<file path="src/common/bpc_pkg.sv">
// Constants for the booster pump controller: register map, fields, timing.
// Assumes a 25 MHz system clock and a 32-bit classic Wishbone slave port.
package bpc_pkg;
	// Register byte offsets
	localparam logic [7:0] A_CTRL  = 8'h00;
	localparam logic [7:0] A_SETPT = 8'h04;
	localparam logic [7:0] A_THR   = 8'h08;
	localparam logic [7:0] A_DLY   = 8'h0C;
	localparam logic [7:0] A_VMAX  = 8'h10;
	localparam logic [7:0] A_KICK  = 8'h14;
	localparam logic [7:0] A_LIM   = 8'h18;
	localparam logic [7:0] A_STAT  = 8'h1C;
	localparam logic [7:0] A_IDLE  = 8'h20;
	// Control fields
	localparam int B_DRV  = 0;
	localparam int B_CYC  = 1;
	localparam int B_KICK = 2;
	localparam int B_KOFF = 3;
	localparam int B_VM   = 4;
	localparam int B_CLR  = 6;
	localparam logic [6:0] CTRL_RST = 7'h06;
	localparam logic [1:0] VM_AUTO = 2'h0;
	localparam logic [1:0] VM_OPEN = 2'h1;
	localparam logic [1:0] VM_SHUT = 2'h2;
	// Timing
	localparam int CLK_HZ     = 25_000_000;
	localparam int TICK_S     = 1;
	localparam int TICK_CYC   = CLK_HZ * TICK_S;
	localparam int S_PER_MIN  = 60;
	localparam int CYCLE_H    = 6;
	localparam logic [31:0] CYCLE_S = 32'(CYCLE_H * 3600);
	// Top-up interval bands and alarm delays, in seconds (minutes times S_PER_MIN)
	localparam logic [31:0] GAP6 = 32'(6 * S_PER_MIN);
	localparam logic [31:0] GAP5 = 32'(5 * S_PER_MIN);
	localparam logic [31:0] GAP4 = 32'(4 * S_PER_MIN);
	localparam logic [31:0] GAP3 = 32'(3 * S_PER_MIN);
	localparam logic [31:0] DLY6 = 32'(60 * S_PER_MIN);
	localparam logic [31:0] DLY5 = 32'(45 * S_PER_MIN);
	localparam logic [31:0] DLY4 = 32'(25 * S_PER_MIN);
	localparam logic [31:0] DLY3 = 32'(15 * S_PER_MIN);
	typedef enum logic [1:0] {P_IDLE, P_RUN, P_STOP, P_KICK} pump_st_t;
endpackage : bpc_pkg

</file>
<file path="src/booster_pump_controller.sv">
// Booster pump controller: pressure control, rotation, kick, top-up valve, relays.
// Assumes contacts already debounced and synchronous; pressure is a scaled 4-20 mA value.
//
// Operation
// - Open top-up enable blocks new top-up and aborts a running one.
// - Top-up enable overrides float level and manual valve commands.
// - Collective run relay shows whether any pump runs.
// - Collective fault relay shows any fault of the pump set.
// - Burner fault relay on dry run, under, overpressure or sensor error.
// - Each pump has a run relay closed while it runs.
// - Combined pump fault relay when either or both pumps faulted.
// - Two-position control keeps pressure between the two thresholds.
// - Thresholds are setpoint plus a signed offset.
// - Duty pump starts below activation if remote on, no fault, drives on.
// - Never more than one pump running.
// - Above deactivation the pump stops after the full delay.
// - Valve opens on low level with enable, remote on and drives on.
// - Valve open too long raises alarm, stops pumps, keeps valve shut.
// - Short top-up intervals raise alarm after a band-dependent delay.
// - Duty role passes to the other pump at each fresh start.
// - Optional cycling swaps the duty pump every six hours.
// - Kick run after idle interval; may be allowed under remote off.
// - Standby pump runs only on duty fault, or during kick.
// - Standstill time of each pump is counted; only the standby pump's time is readable.
// - Remote off stops pumps and valve over demand and manual mode.
//
// Added by the designer: the Wishbone register port and the placing of the registers.
`timescale 1ns/1ns
module booster_pump_controller #(
	parameter int TICK_CYCLES = bpc_pkg::TICK_CYC
) (
	// Clock and reset
	input  wire logic        mclk,
	input  wire logic        rst_b,
	// Wishbone slave
	input  wire logic        wb_cyc_i,
	input  wire logic        wb_stb_i,
	input  wire logic        wb_we_i,
	input  wire logic [7:0]  wb_adr_i,
	input  wire logic [3:0]  wb_sel_i,
	input  wire logic [31:0] wb_dat_i,
	output logic      [31:0] wb_dat_o,
	output logic             wb_ack_o,
	// Contacts and sensor
	input  wire logic        remote_on,
	input  wire logic        topup_en,
	input  wire logic        float_ok,
	input  wire logic        dry_ok,
	input  wire logic [1:0]  pump_fault_contact,
	input  wire logic        sensor_err,
	input  wire logic [15:0] pressure,
	// Actuators and relays
	output logic      [1:0]  pump_run,
	output logic             valve_open,
	output logic             collective_run_output,
	output logic             collective_fault_output,
	output logic             burner_fault_output,
	output logic      [1:0]  per_pump_run_output,
	output logic             combined_pump_fault_output
);
	function automatic logic signed [17:0] lvl(input logic [15:0] sp, input logic [15:0] off);
		lvl = $signed({2'b00, sp}) + $signed({{2{off[15]}}, off});
	endfunction : lvl
	function automatic logic [31:0] band_dly(input logic [31:0] gap);
		band_dly = (gap <= bpc_pkg::GAP3) ? bpc_pkg::DLY3 :
		           (gap <= bpc_pkg::GAP4) ? bpc_pkg::DLY4 :
		           (gap <= bpc_pkg::GAP5) ? bpc_pkg::DLY5 : bpc_pkg::DLY6;
	endfunction : band_dly

	// Bus and configuration registers
	logic [6:0]  ctrl_q, ctrl_d;
	logic [15:0] setpt_q, setpt_d, dly_q, dly_d, vmax_q, vmax_d;
	logic [31:0] thr_q, thr_d, kick_q, kick_d, lim_q, lim_d, rdat_d;
	logic        ack_d, clr_d, clr_q;
	logic        wr;
	// Timers
	logic [31:0] tick_cnt_q, tick_cnt_d;
	logic        tick_q, tick_d;
	// Pump control
	bpc_pkg::pump_st_t st_q, st_d;
	logic        duty_q, duty_d;
	logic [31:0] dly_s_q, dly_s_d, idle_s_q, idle_s_d, kick_s_q, kick_s_d, cyc_s_q, cyc_s_d;
	logic [31:0] still_q [2];
	logic [31:0] still_d [2];
	logic [1:0]  run_d;
	// Top-up
	logic        valve_d, v_alarm_q, v_alarm_d, f_alarm_q, f_alarm_d, seq_q, seq_d;
	logic [31:0] open_s_q, open_s_d, gap_s_q, gap_s_d, seq_s_q, seq_s_d, flim_q, flim_d;
	// Shared decode
	logic        below, above, under, over, burner, sys_fault, allow, kick_ok, sb;
	logic [1:0]  vm;

	assign wr = wb_cyc_i && wb_stb_i && wb_we_i && wb_ack_o;
	assign vm = ctrl_q[bpc_pkg::B_VM +: 2];
	assign under = pressure < lim_q[15:0];
	assign over = pressure > lim_q[31:16];
	assign burner = !dry_ok || under || over || sensor_err;
	assign sys_fault = !dry_ok || sensor_err || v_alarm_q || f_alarm_q;
	assign allow = remote_on && ctrl_q[bpc_pkg::B_DRV] && !sys_fault;
	assign kick_ok = ctrl_q[bpc_pkg::B_KICK] && ctrl_q[bpc_pkg::B_DRV] && !sys_fault
		&& (remote_on || ctrl_q[bpc_pkg::B_KOFF]);
	assign below = $signed({2'b00, pressure}) < lvl(setpt_q, thr_q[15:0]);
	assign above = $signed({2'b00, pressure}) > lvl(setpt_q, thr_q[31:16]);
	assign sb = !duty_q;

	always_comb begin
		ctrl_d = ctrl_q;
		setpt_d = setpt_q;
		thr_d = thr_q;
		dly_d = dly_q;
		vmax_d = vmax_q;
		kick_d = kick_q;
		lim_d = lim_q;
		clr_d = 1'b0;
		ack_d = wb_cyc_i && wb_stb_i && !wb_ack_o;
		rdat_d = 32'h0000_0000;
		if (wr && wb_sel_i[0]) begin
			case (wb_adr_i)
				bpc_pkg::A_CTRL: begin
					ctrl_d = {1'b0, wb_dat_i[5:0]};
					clr_d = wb_dat_i[bpc_pkg::B_CLR];
				end
				bpc_pkg::A_SETPT: setpt_d = wb_dat_i[15:0];
				bpc_pkg::A_THR: thr_d = wb_dat_i;
				bpc_pkg::A_DLY: dly_d = wb_dat_i[15:0];
				bpc_pkg::A_VMAX: vmax_d = wb_dat_i[15:0];
				bpc_pkg::A_KICK: kick_d = wb_dat_i;
				bpc_pkg::A_LIM: lim_d = wb_dat_i;
				default: ;
			endcase
		end
		case (wb_adr_i)
			bpc_pkg::A_CTRL: rdat_d = {26'h0, ctrl_q[5:0]};
			bpc_pkg::A_SETPT: rdat_d = {16'h0, setpt_q};
			bpc_pkg::A_THR: rdat_d = thr_q;
			bpc_pkg::A_DLY: rdat_d = {16'h0, dly_q};
			bpc_pkg::A_VMAX: rdat_d = {16'h0, vmax_q};
			bpc_pkg::A_KICK: rdat_d = kick_q;
			bpc_pkg::A_LIM: rdat_d = lim_q;
			bpc_pkg::A_STAT: rdat_d = {23'h0, st_q, burner, f_alarm_q, v_alarm_q,
				duty_q, valve_open, pump_run};
			bpc_pkg::A_IDLE: rdat_d = still_q[sb];
			default: rdat_d = 32'h0000_0000;
		endcase
	end

	always_ff @(posedge mclk or negedge rst_b) begin
		if (!rst_b) begin
			ctrl_q <= bpc_pkg::CTRL_RST;
			setpt_q <= 16'h0000;
			thr_q <= 32'h0000_0000;
			dly_q <= 16'h0000;
			vmax_q <= 16'h0000;
			kick_q <= 32'h0000_0000;
			lim_q <= 32'hFFFF_0000;
			clr_q <= 1'b0;
			wb_ack_o <= 1'b0;
			wb_dat_o <= 32'h0000_0000;
		end else begin
			ctrl_q <= ctrl_d;
			setpt_q <= setpt_d;
			thr_q <= thr_d;
			dly_q <= dly_d;
			vmax_q <= vmax_d;
			kick_q <= kick_d;
			lim_q <= lim_d;
			clr_q <= clr_d;
			wb_ack_o <= ack_d;
			wb_dat_o <= rdat_d;
		end
	end

	// One-second tick shared by all timers
	always_comb begin
		tick_d = tick_cnt_q == 32'(TICK_CYCLES - 1);
		tick_cnt_d = tick_d ? 32'h0000_0000 : tick_cnt_q + 32'h0000_0001;
	end

	always_ff @(posedge mclk or negedge rst_b) begin
		if (!rst_b) begin
			tick_cnt_q <= 32'h0000_0000;
			tick_q <= 1'b0;
		end else begin
			tick_cnt_q <= tick_cnt_d;
			tick_q <= tick_d;
		end
	end

	// Pump sequencing; one pump chosen at a time by construction
	always_comb begin
		st_d = st_q;
		duty_d = duty_q;
		dly_s_d = (st_q == bpc_pkg::P_STOP && tick_q) ? dly_s_q + 32'h1 : dly_s_q;
		idle_s_d = (st_q == bpc_pkg::P_IDLE && tick_q) ? idle_s_q + 32'h1 : idle_s_q;
		kick_s_d = (st_q == bpc_pkg::P_KICK && tick_q) ? kick_s_q + 32'h1 : kick_s_q;
		cyc_s_d = (ctrl_q[bpc_pkg::B_CYC] && tick_q) ? cyc_s_q + 32'h1 : cyc_s_q;
		if (!ctrl_q[bpc_pkg::B_CYC]) begin
			cyc_s_d = 32'h0;
		end else if (cyc_s_q >= bpc_pkg::CYCLE_S) begin
			cyc_s_d = 32'h0;
			duty_d = !duty_q;
		end
		case (st_q)
			bpc_pkg::P_IDLE: begin
				if (allow && below) begin
					st_d = bpc_pkg::P_RUN;
					duty_d = !duty_q;
				end else if (kick_ok && kick_q[15:0] != 16'h0
					&& idle_s_q >= 32'(kick_q[15:0]) * bpc_pkg::S_PER_MIN) begin
					st_d = bpc_pkg::P_KICK;
					kick_s_d = 32'h0;
				end
			end
			bpc_pkg::P_RUN: begin
				if (!allow) st_d = bpc_pkg::P_IDLE;
				else if (above) begin
					st_d = bpc_pkg::P_STOP;
					dly_s_d = 32'h0;
				end
			end
			bpc_pkg::P_STOP: begin
				if (!allow) st_d = bpc_pkg::P_IDLE;
				else if (!above) st_d = bpc_pkg::P_RUN;
				else if (dly_s_q > 32'(dly_q)) st_d = bpc_pkg::P_IDLE;
			end
			bpc_pkg::P_KICK: begin
				if (allow && below) st_d = bpc_pkg::P_RUN;
				else if (!kick_ok || kick_s_q >= 32'(kick_q[31:16])) st_d = bpc_pkg::P_IDLE;
			end
			default: st_d = bpc_pkg::P_IDLE;
		endcase
		if (st_d != bpc_pkg::P_IDLE) idle_s_d = 32'h0;
		run_d = 2'b00;
		if (st_d == bpc_pkg::P_RUN || st_d == bpc_pkg::P_STOP) begin
			// Standby steps in only for a faulted duty pump
			if (!pump_fault_contact[duty_d]) run_d[duty_d] = 1'b1;
			else if (!pump_fault_contact[!duty_d]) run_d[!duty_d] = 1'b1;
		end else if (st_d == bpc_pkg::P_KICK) begin
			// Kick exercises the standby pump, which otherwise sits still
			if (!pump_fault_contact[!duty_d]) run_d[!duty_d] = 1'b1;
			else if (!pump_fault_contact[duty_d]) run_d[duty_d] = 1'b1;
		end
		for (int i = 0; i < 2; i++) begin
			still_d[i] = still_q[i];
			if (pump_run[i]) still_d[i] = 32'h0;
			else if (tick_q && still_q[i] != 32'hFFFF_FFFF) still_d[i] = still_q[i] + 32'h1;
		end
	end

	always_ff @(posedge mclk or negedge rst_b) begin
		if (!rst_b) begin
			st_q <= bpc_pkg::P_IDLE;
			duty_q <= 1'b0;
			dly_s_q <= 32'h0;
			idle_s_q <= 32'h0;
			kick_s_q <= 32'h0;
			cyc_s_q <= 32'h0;
			still_q[0] <= 32'h0;
			still_q[1] <= 32'h0;
			pump_run <= 2'b00;
		end else begin
			st_q <= st_d;
			duty_q <= duty_d;
			dly_s_q <= dly_s_d;
			idle_s_q <= idle_s_d;
			kick_s_q <= kick_s_d;
			cyc_s_q <= cyc_s_d;
			still_q[0] <= still_d[0];
			still_q[1] <= still_d[1];
			pump_run <= run_d;
		end
	end

	// Top-up valve and its supervision
	always_comb begin
		valve_d = topup_en && remote_on && ctrl_q[bpc_pkg::B_DRV] && !v_alarm_q && !f_alarm_q
			&& (vm == bpc_pkg::VM_OPEN || (vm == bpc_pkg::VM_AUTO && !float_ok));
		open_s_d = !valve_open ? 32'h0 : (tick_q ? open_s_q + 32'h1 : open_s_q);
		gap_s_d = (!valve_open && tick_q && gap_s_q <= bpc_pkg::GAP6) ? gap_s_q + 32'h1 : gap_s_q;
		seq_d = seq_q;
		flim_d = flim_q;
		seq_s_d = (seq_q && tick_q) ? seq_s_q + 32'h1 : seq_s_q;
		if (valve_d && !valve_open) begin
			gap_s_d = 32'h0;
			seq_d = gap_s_q <= bpc_pkg::GAP6;
			flim_d = band_dly(gap_s_q);
			if (!seq_q) seq_s_d = 32'h0;
		end else if (gap_s_q > bpc_pkg::GAP6) begin
			seq_d = 1'b0;
			seq_s_d = 32'h0;
		end
		// Alarm set wins over a clear in the same cycle
		v_alarm_d = (valve_open && vmax_q != 16'h0 && open_s_q > 32'(vmax_q))
			|| (v_alarm_q && !clr_q);
		f_alarm_d = (seq_q && seq_s_q >= flim_q) || (f_alarm_q && !clr_q);
	end

	always_ff @(posedge mclk or negedge rst_b) begin
		if (!rst_b) begin
			valve_open <= 1'b0;
			open_s_q <= 32'h0;
			gap_s_q <= bpc_pkg::GAP6 + 32'h1;
			seq_q <= 1'b0;
			seq_s_q <= 32'h0;
			flim_q <= bpc_pkg::DLY6;
			v_alarm_q <= 1'b0;
			f_alarm_q <= 1'b0;
		end else begin
			valve_open <= valve_d;
			open_s_q <= open_s_d;
			gap_s_q <= gap_s_d;
			seq_q <= seq_d;
			seq_s_q <= seq_s_d;
			flim_q <= flim_d;
			v_alarm_q <= v_alarm_d;
			f_alarm_q <= f_alarm_d;
		end
	end

	// Relay outputs
	always_ff @(posedge mclk or negedge rst_b) begin
		if (!rst_b) begin
			collective_run_output <= 1'b0;
			collective_fault_output <= 1'b0;
			burner_fault_output <= 1'b0;
			per_pump_run_output <= 2'b00;
			combined_pump_fault_output <= 1'b0;
		end else begin
			collective_run_output <= |run_d;
			collective_fault_output <= sys_fault || burner || |pump_fault_contact;
			burner_fault_output <= burner;
			per_pump_run_output <= run_d;
			combined_pump_fault_output <= |pump_fault_contact;
		end
	end
endmodule : booster_pump_controller

</file>
<file path="config.mk">
export PLATFORM = sky130hd
export DESIGN_NAME = booster_pump_controller
export DESIGN_NICKNAME = d
export VERILOG_FILES = /design/src/common/bpc_pkg.sv /design/src/booster_pump_controller.sv
export SDC_FILE = /design/constraint.sdc
export NUM_CORES = 1
export LEC_CHECK = 0
export BUFFER_PORTS_ARGS = -buffer_cell sky130_fd_sc_hd__buf_2
export CAP_MARGIN = 20
export CORE_ASPECT_RATIO = 1.5
export CORE_MARGIN = 1
export CORE_UTILIZATION = 57
export CTS_CLUSTER_SIZE = 20
export DETAILED_ROUTE_END_ITERATION = 6
export PLACE_DENSITY = 0.88
export RECOVER_POWER = 100
export SLEW_MARGIN = 0
export SYNTH_ARGS = -nofsm -noshare
export SYNTH_HDL_FRONTEND = slang
export SYNTH_SLANG_ARGS = --single-unit
</file>
<file path="constraint.sdc">
create_clock -name mclk -period 6.5 [get_ports mclk]
set_input_delay 1.3 -clock mclk [delete_from_list [all_inputs] [get_ports mclk]]
set_output_delay 1.3 -clock mclk [all_outputs]
set_load 0.01 [all_outputs]
</file>
======== Yosys cells after proc, flatten, opt, wreduce, memory -nomap -nowiden ========
Cells that the tools add are included.
word-level totals
  register bits ........................... 550
  latch bits .............................. 0
  bits in writable memories ............... 0
  memory bits (read-only) ................. 0
  input port bits ......................... 72
  output and inout bits ................... 42
  memories ................................ 0
operators by class
  add/subtract/negate cells ............... 12
  multipliers ............................. 1
  div/mod/pow operators ................... 0
  $lt $le $gt $ge ......................... 20
  equal/unequal tests ..................... 20
  shifts and indexed selects .............. 0
  muxes and demuxes ....................... 65
  bitwise logic cells ..................... 1
  reductions and logical operators ........ 81
operator list
  kind                                                                                   number
  32-bit two-way mux                                                                     29
  32-bit by 1-bit adder with 32-bit output, second input constant                        10
  32-bit one-hot mux with 9 select lines                                                 1
  32-bit by 16-bit greater-than comparator with 1-bit output                             2
  32-bit by 8-bit less-or-equal comparator with 1-bit output, second input constant      2
  32-bit by 9-bit less-or-equal comparator with 1-bit output, second input constant      2
  32-bit != test, second input constant                                                  2
  17-bit by 16-bit adder with 18-bit output                                              2
  1-bit logical AND                                                                      36
  32-bit by 25-bit == test with 1-bit output, second input constant                      1
  8-bit by 5-bit == test with 1-bit output, second input constant                        4
  32-bit by 15-bit greater-or-equal comparator with 1-bit output, second input constant  1
  32-bit by 16-bit greater-or-equal comparator with 1-bit output                         1
  32-bit by 22-bit greater-or-equal comparator with 1-bit output                         1
  32-bit greater-or-equal comparator                                                     1
  32-bit by 9-bit greater-than comparator with 1-bit output, second input constant       1
  16-bit nonzero test                                                                    2
  2-bit two-way mux                                                                      15
  12-bit two-way mux                                                                     2
  16-bit by 4-bit multiplier with 20-bit output, second input constant                   1
  17-bit by 18-bit greater-than comparator with 1-bit output                             1
  17-bit by 18-bit less-than comparator with 1-bit output                                1
  8-bit by 4-bit == test with 1-bit output, second input constant                        2
  16-bit greater-than comparator                                                         1
  22 further kinds                                                                       79

======== Logic depth before layout (Yosys ltp) ========
  depth in word-level cells ............... 18
  gate-level depth with buffers ........... 29
  mapped depth without buffers ............ 29

======== Worst setup path before layout ========
No wires, ideal clock.
  path type ............................... register to register
  from .................................... register kick_q[0]
  to ...................................... register idle_s_q[25]
  library setup time ...................... 119 ps
  data arrival time ....................... 6028 ps
  data required time ...................... 6381 ps
  setup slack ............................. 353 ps
  stages on the path, launching flop included .. 26
  period minus slack after synthesis ...... 6147 ps
  path through ............................ dfrtp_1 > fa_1 > fa_1 > ha_1 > a21o_1 > a21oi_1 > o211ai_1 > a41oi_1 > o21ai_1 > or4_1 > a31oi_1 > o21bai_1 > xnor2_1 > ha_1 > nand3_1 > nor3_1 > a21oi_1 > o32a_1 > a2bb2oi_1 > ha_1 > and2_1 > nor4_2 > nor4b_1 > nand3_1 > xnor2_1 > and2_1
between the ends
  word-level cells in the longest chain between the ends .. 8
  elaborated cells on any way between the ends .. 11
  those cells by class .................... mul (1); order compare (1); mux (4); reduce/logical (5)
RTL lines
  element                                                                                              line                                                            RTL
  from (decl)                                                                                          booster_pump_controller.sv:73                                   logic [31:0] thr_q, thr_d, kick_q, kick_d, lim_q, lim_d, rdat_d;
  from (signal assigned)                                                                               booster_pump_controller.sv:165                                  kick_q <= kick_d;
  16-bit by 4-bit multiplier with 20-bit output or 16-bit nonzero test (tied branches)                 booster_pump_controller.sv:209, booster_pump_controller.sv:208
  32-bit by 22-bit greater-or-equal comparator with 1-bit output or 1-bit logical AND (tied branches)  booster_pump_controller.sv:209, booster_pump_controller.sv:208
  1-bit logical AND *                                                                                  booster_pump_controller.sv:209                                  && idle_s_q >= 32'(kick_q[15:0]) * bpc_pkg::S_PER_MIN) begin
  2-bit two-way mux *                                                                                  booster_pump_controller.sv:208                                  end else if (kick_ok && kick_q[15:0] != 16'h0
  2-bit two-way mux *                                                                                  booster_pump_controller.sv:205                                  if (allow && below) begin
  2-bit one-hot mux with 4 select lines *                                                              booster_pump_controller.sv:203                                  case (st_q)
  2-bit nonzero test *                                                                                 booster_pump_controller.sv:232                                  if (st_d != bpc_pkg::P_IDLE) idle_s_d = 32'h0;
  32-bit two-way mux or 2-bit nonzero test (tied branches)                                             --
  to (signal assigned)                                                                                 booster_pump_controller.sv:265                                  idle_s_q <= idle_s_d;
  to (decl)                                                                                            booster_pump_controller.sv:82                                   logic [31:0] dly_s_q, dly_s_d, idle_s_q, idle_s_d, kick_s_q, kick_s_d, cyc_s_q, cyc_s_d;
Every way passes the cells marked *; elsewhere a longest branch is shown, timed or not.
A chain may end at the register's enable or synchronous reset.

======== Worst setup path in the final report ========
  from .................................... register kick_q[2]
  to ...................................... register per_pump_run_output[1]
between the ends
  word-level cells in the longest chain between the ends .. 9
  elaborated cells on any way between the ends .. 14
  those cells by class .................... mul (1); order compare (1); eq/ne (3); mux (5); reduce/logical (4)
RTL lines
  element                                                                                              line                                                            RTL
  16-bit by 4-bit multiplier with 20-bit output or 16-bit nonzero test (tied branches)                 booster_pump_controller.sv:209, booster_pump_controller.sv:208
  32-bit by 22-bit greater-or-equal comparator with 1-bit output or 1-bit logical AND (tied branches)  booster_pump_controller.sv:209, booster_pump_controller.sv:208
  1-bit logical AND *                                                                                  booster_pump_controller.sv:209
  2-bit two-way mux *                                                                                  booster_pump_controller.sv:208
  2-bit two-way mux *                                                                                  booster_pump_controller.sv:205
  2-bit one-hot mux with 4 select lines *                                                              booster_pump_controller.sv:203
  2-bit == test, or another cell as far along                                                          booster_pump_controller.sv:238                                  end else if (st_d == bpc_pkg::P_KICK) begin
  2-bit two-way mux or 1-bit logical OR (tied branches)                                                booster_pump_controller.sv:238, booster_pump_controller.sv:234
  2-bit two-way mux *                                                                                  booster_pump_controller.sv:234                                  if (st_d == bpc_pkg::P_RUN || st_d == bpc_pkg::P_STOP) begin
  named net run_d[1]                                                                                   booster_pump_controller.sv:85                                   logic [1:0] run_d;
  to (signal assigned)                                                                                 booster_pump_controller.sv:332                                  per_pump_run_output <= run_d;
  to (decl)                                                                                            booster_pump_controller.sv:58                                   output logic [1:0] per_pump_run_output,
Mark *: on every way through the listed nets, which the timed path passes. The rest lies on a longest branch.

==> Flow_metrics.wiki <==
{| class="wikitable"
! Metric !! Value
|-
| Share of async-settable or async-resettable flops after synthesis || 100%
|-
| Total of endpoints with negative setup slack in the final report || 0
|-
| Part of the power in registers || 49.0%
|-
| Worst EP required || 6.97 ns
|-
| DIE AREA || 54800 µm²
|-
| Worst-path cell with the longest stage delay || fa_1
|-
| CTS Hold Bufs || 0
|-
| Number of clock sinks || 525
|-
| Aggregate negative setup slack || 0 ns
|-
| P_sw || 1.51 mW
|-
| Cell total after placement || 3836
|-
| Num CTS Buffers || 50
|-
| YS warnings || 0
|-
| Share of the yosys chip area belonging to registers || 42.9%
|-
| Final Hold Viols || 0
|-
| Basic-gate share of the synthesized area counting and, or, nand and nor cells || 17.7%
|-
| Max-Slew Margin vs Limit || -215%
|-
| Antenna violations before repair || 9
|-
| Final ANT Viol Nets || 0
|-
| Outcome || complete, but fails checks
|-
| Worst Tran Pin Value || 4.73 ns
|-
| Area share of fa/ha/maj cells after synthesis || 11.0%
|-
| P_int || 5.19 mW
|-
| Setup CP Type || register to register
|-
| Family of cells with the greatest summed delay on the critical path || compound AO/OA/AOI/OAI gates
|-
| Post-Synthesis Cells || 3063
|-
| Maximum buffer depth of the clock tree || 3
|-
| Clk slew on worst S/H paths || 0.07 ns
|-
| Xor and xnor fraction of the mapped netlist area || 8.27%
|-
| Core Rows || 103
|-
| Placed cell area || 32300 µm²
|-
| Drt first-iter violations || 2404
|-
| Length of the first detailed-routing pass in iterations || 7
|-
| Number of violations of the max-capacitance limit || 10
|-
| Peak supply drop || 235 µV
|-
| Crit start category || register
|-
| Main combinational cell family by area after synthesis || simple AND/OR/NAND/NOR gates
|-
| Leakage power of the design || 15.3 nW
|-
| GRT Residual Overflow || 0
|-
| Portion of netlist area occupied by mux cells || 6.49%
|-
| Core area || 53000 µm²
|-
| Chip height || 286 µm
|-
| Final Worst Setup Slack || 0.164 ns
|-
| Layout overhead on the synthesized area || 10.7%
|-
| Number of enable-type register cells in the synthesized netlist || 0
|-
| Die span in x || 192 µm
|-
| Worst path buffer plus inverter count || 2
|-
| Area of all placed cells without fillers || 34000 µm²
|-
| GPL Wtd Cong || 0.972
|-
| Final std cells w/o fill || 3939
|-
| Layout Skew || 0.0217 ns
|-
| Violated checks || DRC, capacitance limit, slew limit
|-
| Netlist cell types || 89
|-
| Pwr/cell area || 197 nW/µm²
|-
| Max-slew violation count || 385
|-
| Post-synthesis register bit count || 525
|-
| Flip-flop cell with the highest count after synthesis || dfrtp_1
|-
| Share of cells above drive strength 1 || 10.9%
|-
| F_max || 158 MHz
|-
| CTS tree || built
|-
| Compound-cell area share of the yosys netlist || 10.2%
|-
| Number of global-route vias before repair || 25400
|-
| Maximum number of pins on one net before global-route repair || 147
|-
| Total wirelength of the detailed-routed design || 82.9 mm
|-
| H-tree levels || 2
|-
| Input/output buffers || 110
|-
| Portion of total power attributed to the clock network || 47.6%
|-
| Gr usage total || 30.7%
|-
| Clock latency at the later pin of the worst-skew pair || 0.60 ns
|-
| Avg WL per Cell || 21.0 µm
|-
| Max incr delay on CP || 0.52 ns
|-
| Global-route wire length before repair || 132 mm
|-
| Combined area of all synthesized cells || 30700 µm²
|-
| Share of the clock period used by the worst path after layout || 97.5%
|-
| DP HPWL || 58.1 mm
|-
| Critical Path End Type || register
|-
| Class of the tightest hold or removal check || register to register
|-
| DR DRC count || 20
|-
| WP data arrival || 6.81 ns
|-
| Post-synthesis area per instance || 10.0 µm²
|-
| I/O pin count || 114
|-
| Part of the power in combinational logic || 3.4%
|-
| Switching part of the total power || 22.6%
|-
| Via-per-instance ratio || 6.30
|-
| Peak fanout along the critical path || 9
|-
| Clock Tree Root || clkbuf_16
|-
| Time the final worst path needs with I/O delays and setup || 6.34 ns
|-
| Final net count || 3534
|-
| Starting Density || 58.0%
|-
| Core Util, Final || 64.2%
|-
| Worst slack after detailed placement || -0.0664 ns
|-
| Total number of vias || 24800
|}
cells in the final DEF (no fill, tap or decap), types with 48 or more instances in the layout:
cell type / instances
nand4_1: 87
inv_1: 182
xnor2_1: 133
a21oi_1: 125
nor3_1: 48
o21ai_0: 78
ha_1: 219
nand2_1: 221
clkbuf_1: 66
xor2_1: 157
nand3_1: 134
and3_1: 55
buf_2: 63
dfrtp_1: 495
mux2_2: 80
clkbuf_16: 50
nor2_1: 297
mux2_1: 64
layout make-up:
class,count,area (µm²)
flip-flops and latches,525,13200
well taps,682,853
clock buffers,64,1390
fillers,3804,19000
inverters,189,709
diodes,4,10.0
clock inverters,30,399
repair buffers,167,931
multi-input cells,2278,16500
through the flow:
step,hold slack [ns],power [mW]
5_1_grt,0.496,6.87
3_5_place_dp,0.445,3.57
3_3_place_gp,0.432,3.56
6_report,0.462,6.70
4_1_cts,0.453,6.72
2_1_floorplan,0.425,3.42
worst paths after layout:
check	start	endpoint	slack (ns)	depth (start not counted)
min in group asynchronous	rst_b	wb_dat_o[28]	2.46	1
max in group asynchronous	rst_b	duty_q	0.89	2
setup / recovery	kick_q[2]	per_pump_run_output[1]	0.16	25
hold / removal	wb_ack_o	wb_ack_o	0.46	1
hold reg to reg	wb_ack_o	wb_ack_o	0.46	1
setup reg to reg	kick_q[2]	per_pump_run_output[1]	0.16	25
Yosys cell counts, types with 16 or more instances:
| cell | count | area (µm²) |
|---|---|---|
| a21oi_2 | 31 | 272 |
| xor2_1 | 157 | 1380 |
| nand2b_1 | 16 | 100 |
| clkbuf_1 | 64 | 240 |
| nor4_1 | 40 | 250 |
| and2_1 | 72 | 450 |
| or3_1 | 28 | 175 |
| fa_1 | 31 | 621 |
| and3_1 | 55 | 344 |
| a21o_1 | 43 | 323 |
| a221o_1 | 17 | 170 |
| and4_1 | 23 | 201 |
| mux2i_1 | 37 | 370 |
| nor2b_1 | 24 | 150 |
| a221oi_1 | 17 | 149 |
| nor2_1 | 298 | 1120 |
| xnor2_1 | 133 | 1160 |
| o21ai_0 | 77 | 385 |
| a222oi_1 | 16 | 160 |
| o21ai_1 | 19 | 95.1 |
| mux2_2 | 80 | 901 |
| inv_1 | 186 | 698 |
| nand4_1 | 86 | 538 |
| nor3_1 | 49 | 245 |
| a21oi_1 | 109 | 546 |
| mux2_1 | 64 | 721 |
| nand2_1 | 221 | 830 |
| ha_1 | 220 | 2750 |
| dfstp_2 | 26 | 683 |
| dfrtp_1 | 499 | 12500 |
| nand3_1 | 133 | 666 |
cell families (layout without fill, tap and decap cells):
logic type      count (synthesis)  in the layout
compound gates                452            452
simple gates                 1087           1087
other cells                     1             21
buf+inv                       276            450
xor+xnor                      290            290
mux                           181            181
flops                         525            525
fa+ha+maj                     251            251
power by group through the flow:
stage | Sequential [mW] | Clock (mW) | Combinational (mW)
finish | 3.28 | 3.19 | 0.226
floorplan | 3.34 | 0 | 0.0816
detailed placement | 3.35 | 0 | 0.218
global placement | 3.35 | 0 | 0.212
CTS | 3.29 | 3.22 | 0.221
global route | 3.28 | 3.33 | 0.251
metal layers:
metal	up-vias	global-route usage (%)	routed length (µm)
li1	11100	-	-
met1	12100	33.3	28500
met2	1186	51.8	40200
met3	502	7.51	6910
met4	12	22.6	7250
met5	-	0	68
what timing repair did:
action                     in CTS  in global routing
setup buffers                   0                  3
setup endpoints to repair       2                 18
pin swaps                       0                  9
resized for setup               2                 27
sequential cells by signal, indices dropped and copies added (netlist names), 2 cells and up:
name	count
still_q	64
cyc_s_q	32
dly_s_q	32
gap_s_q	32
idle_s_q	32
kick_q	32
kick_s_q	32
lim_q	32
open_s_q	32
seq_s_q	32
thr_q	32
tick_cnt_q	32
wb_dat_o	32
dly_q	16
setpt_q	16
vmax_q	16
flim_q	7
ctrl_q	6
per_pump_run_output	2
st_q	2
No activity file was read; power rests on OpenSTA's default activity.
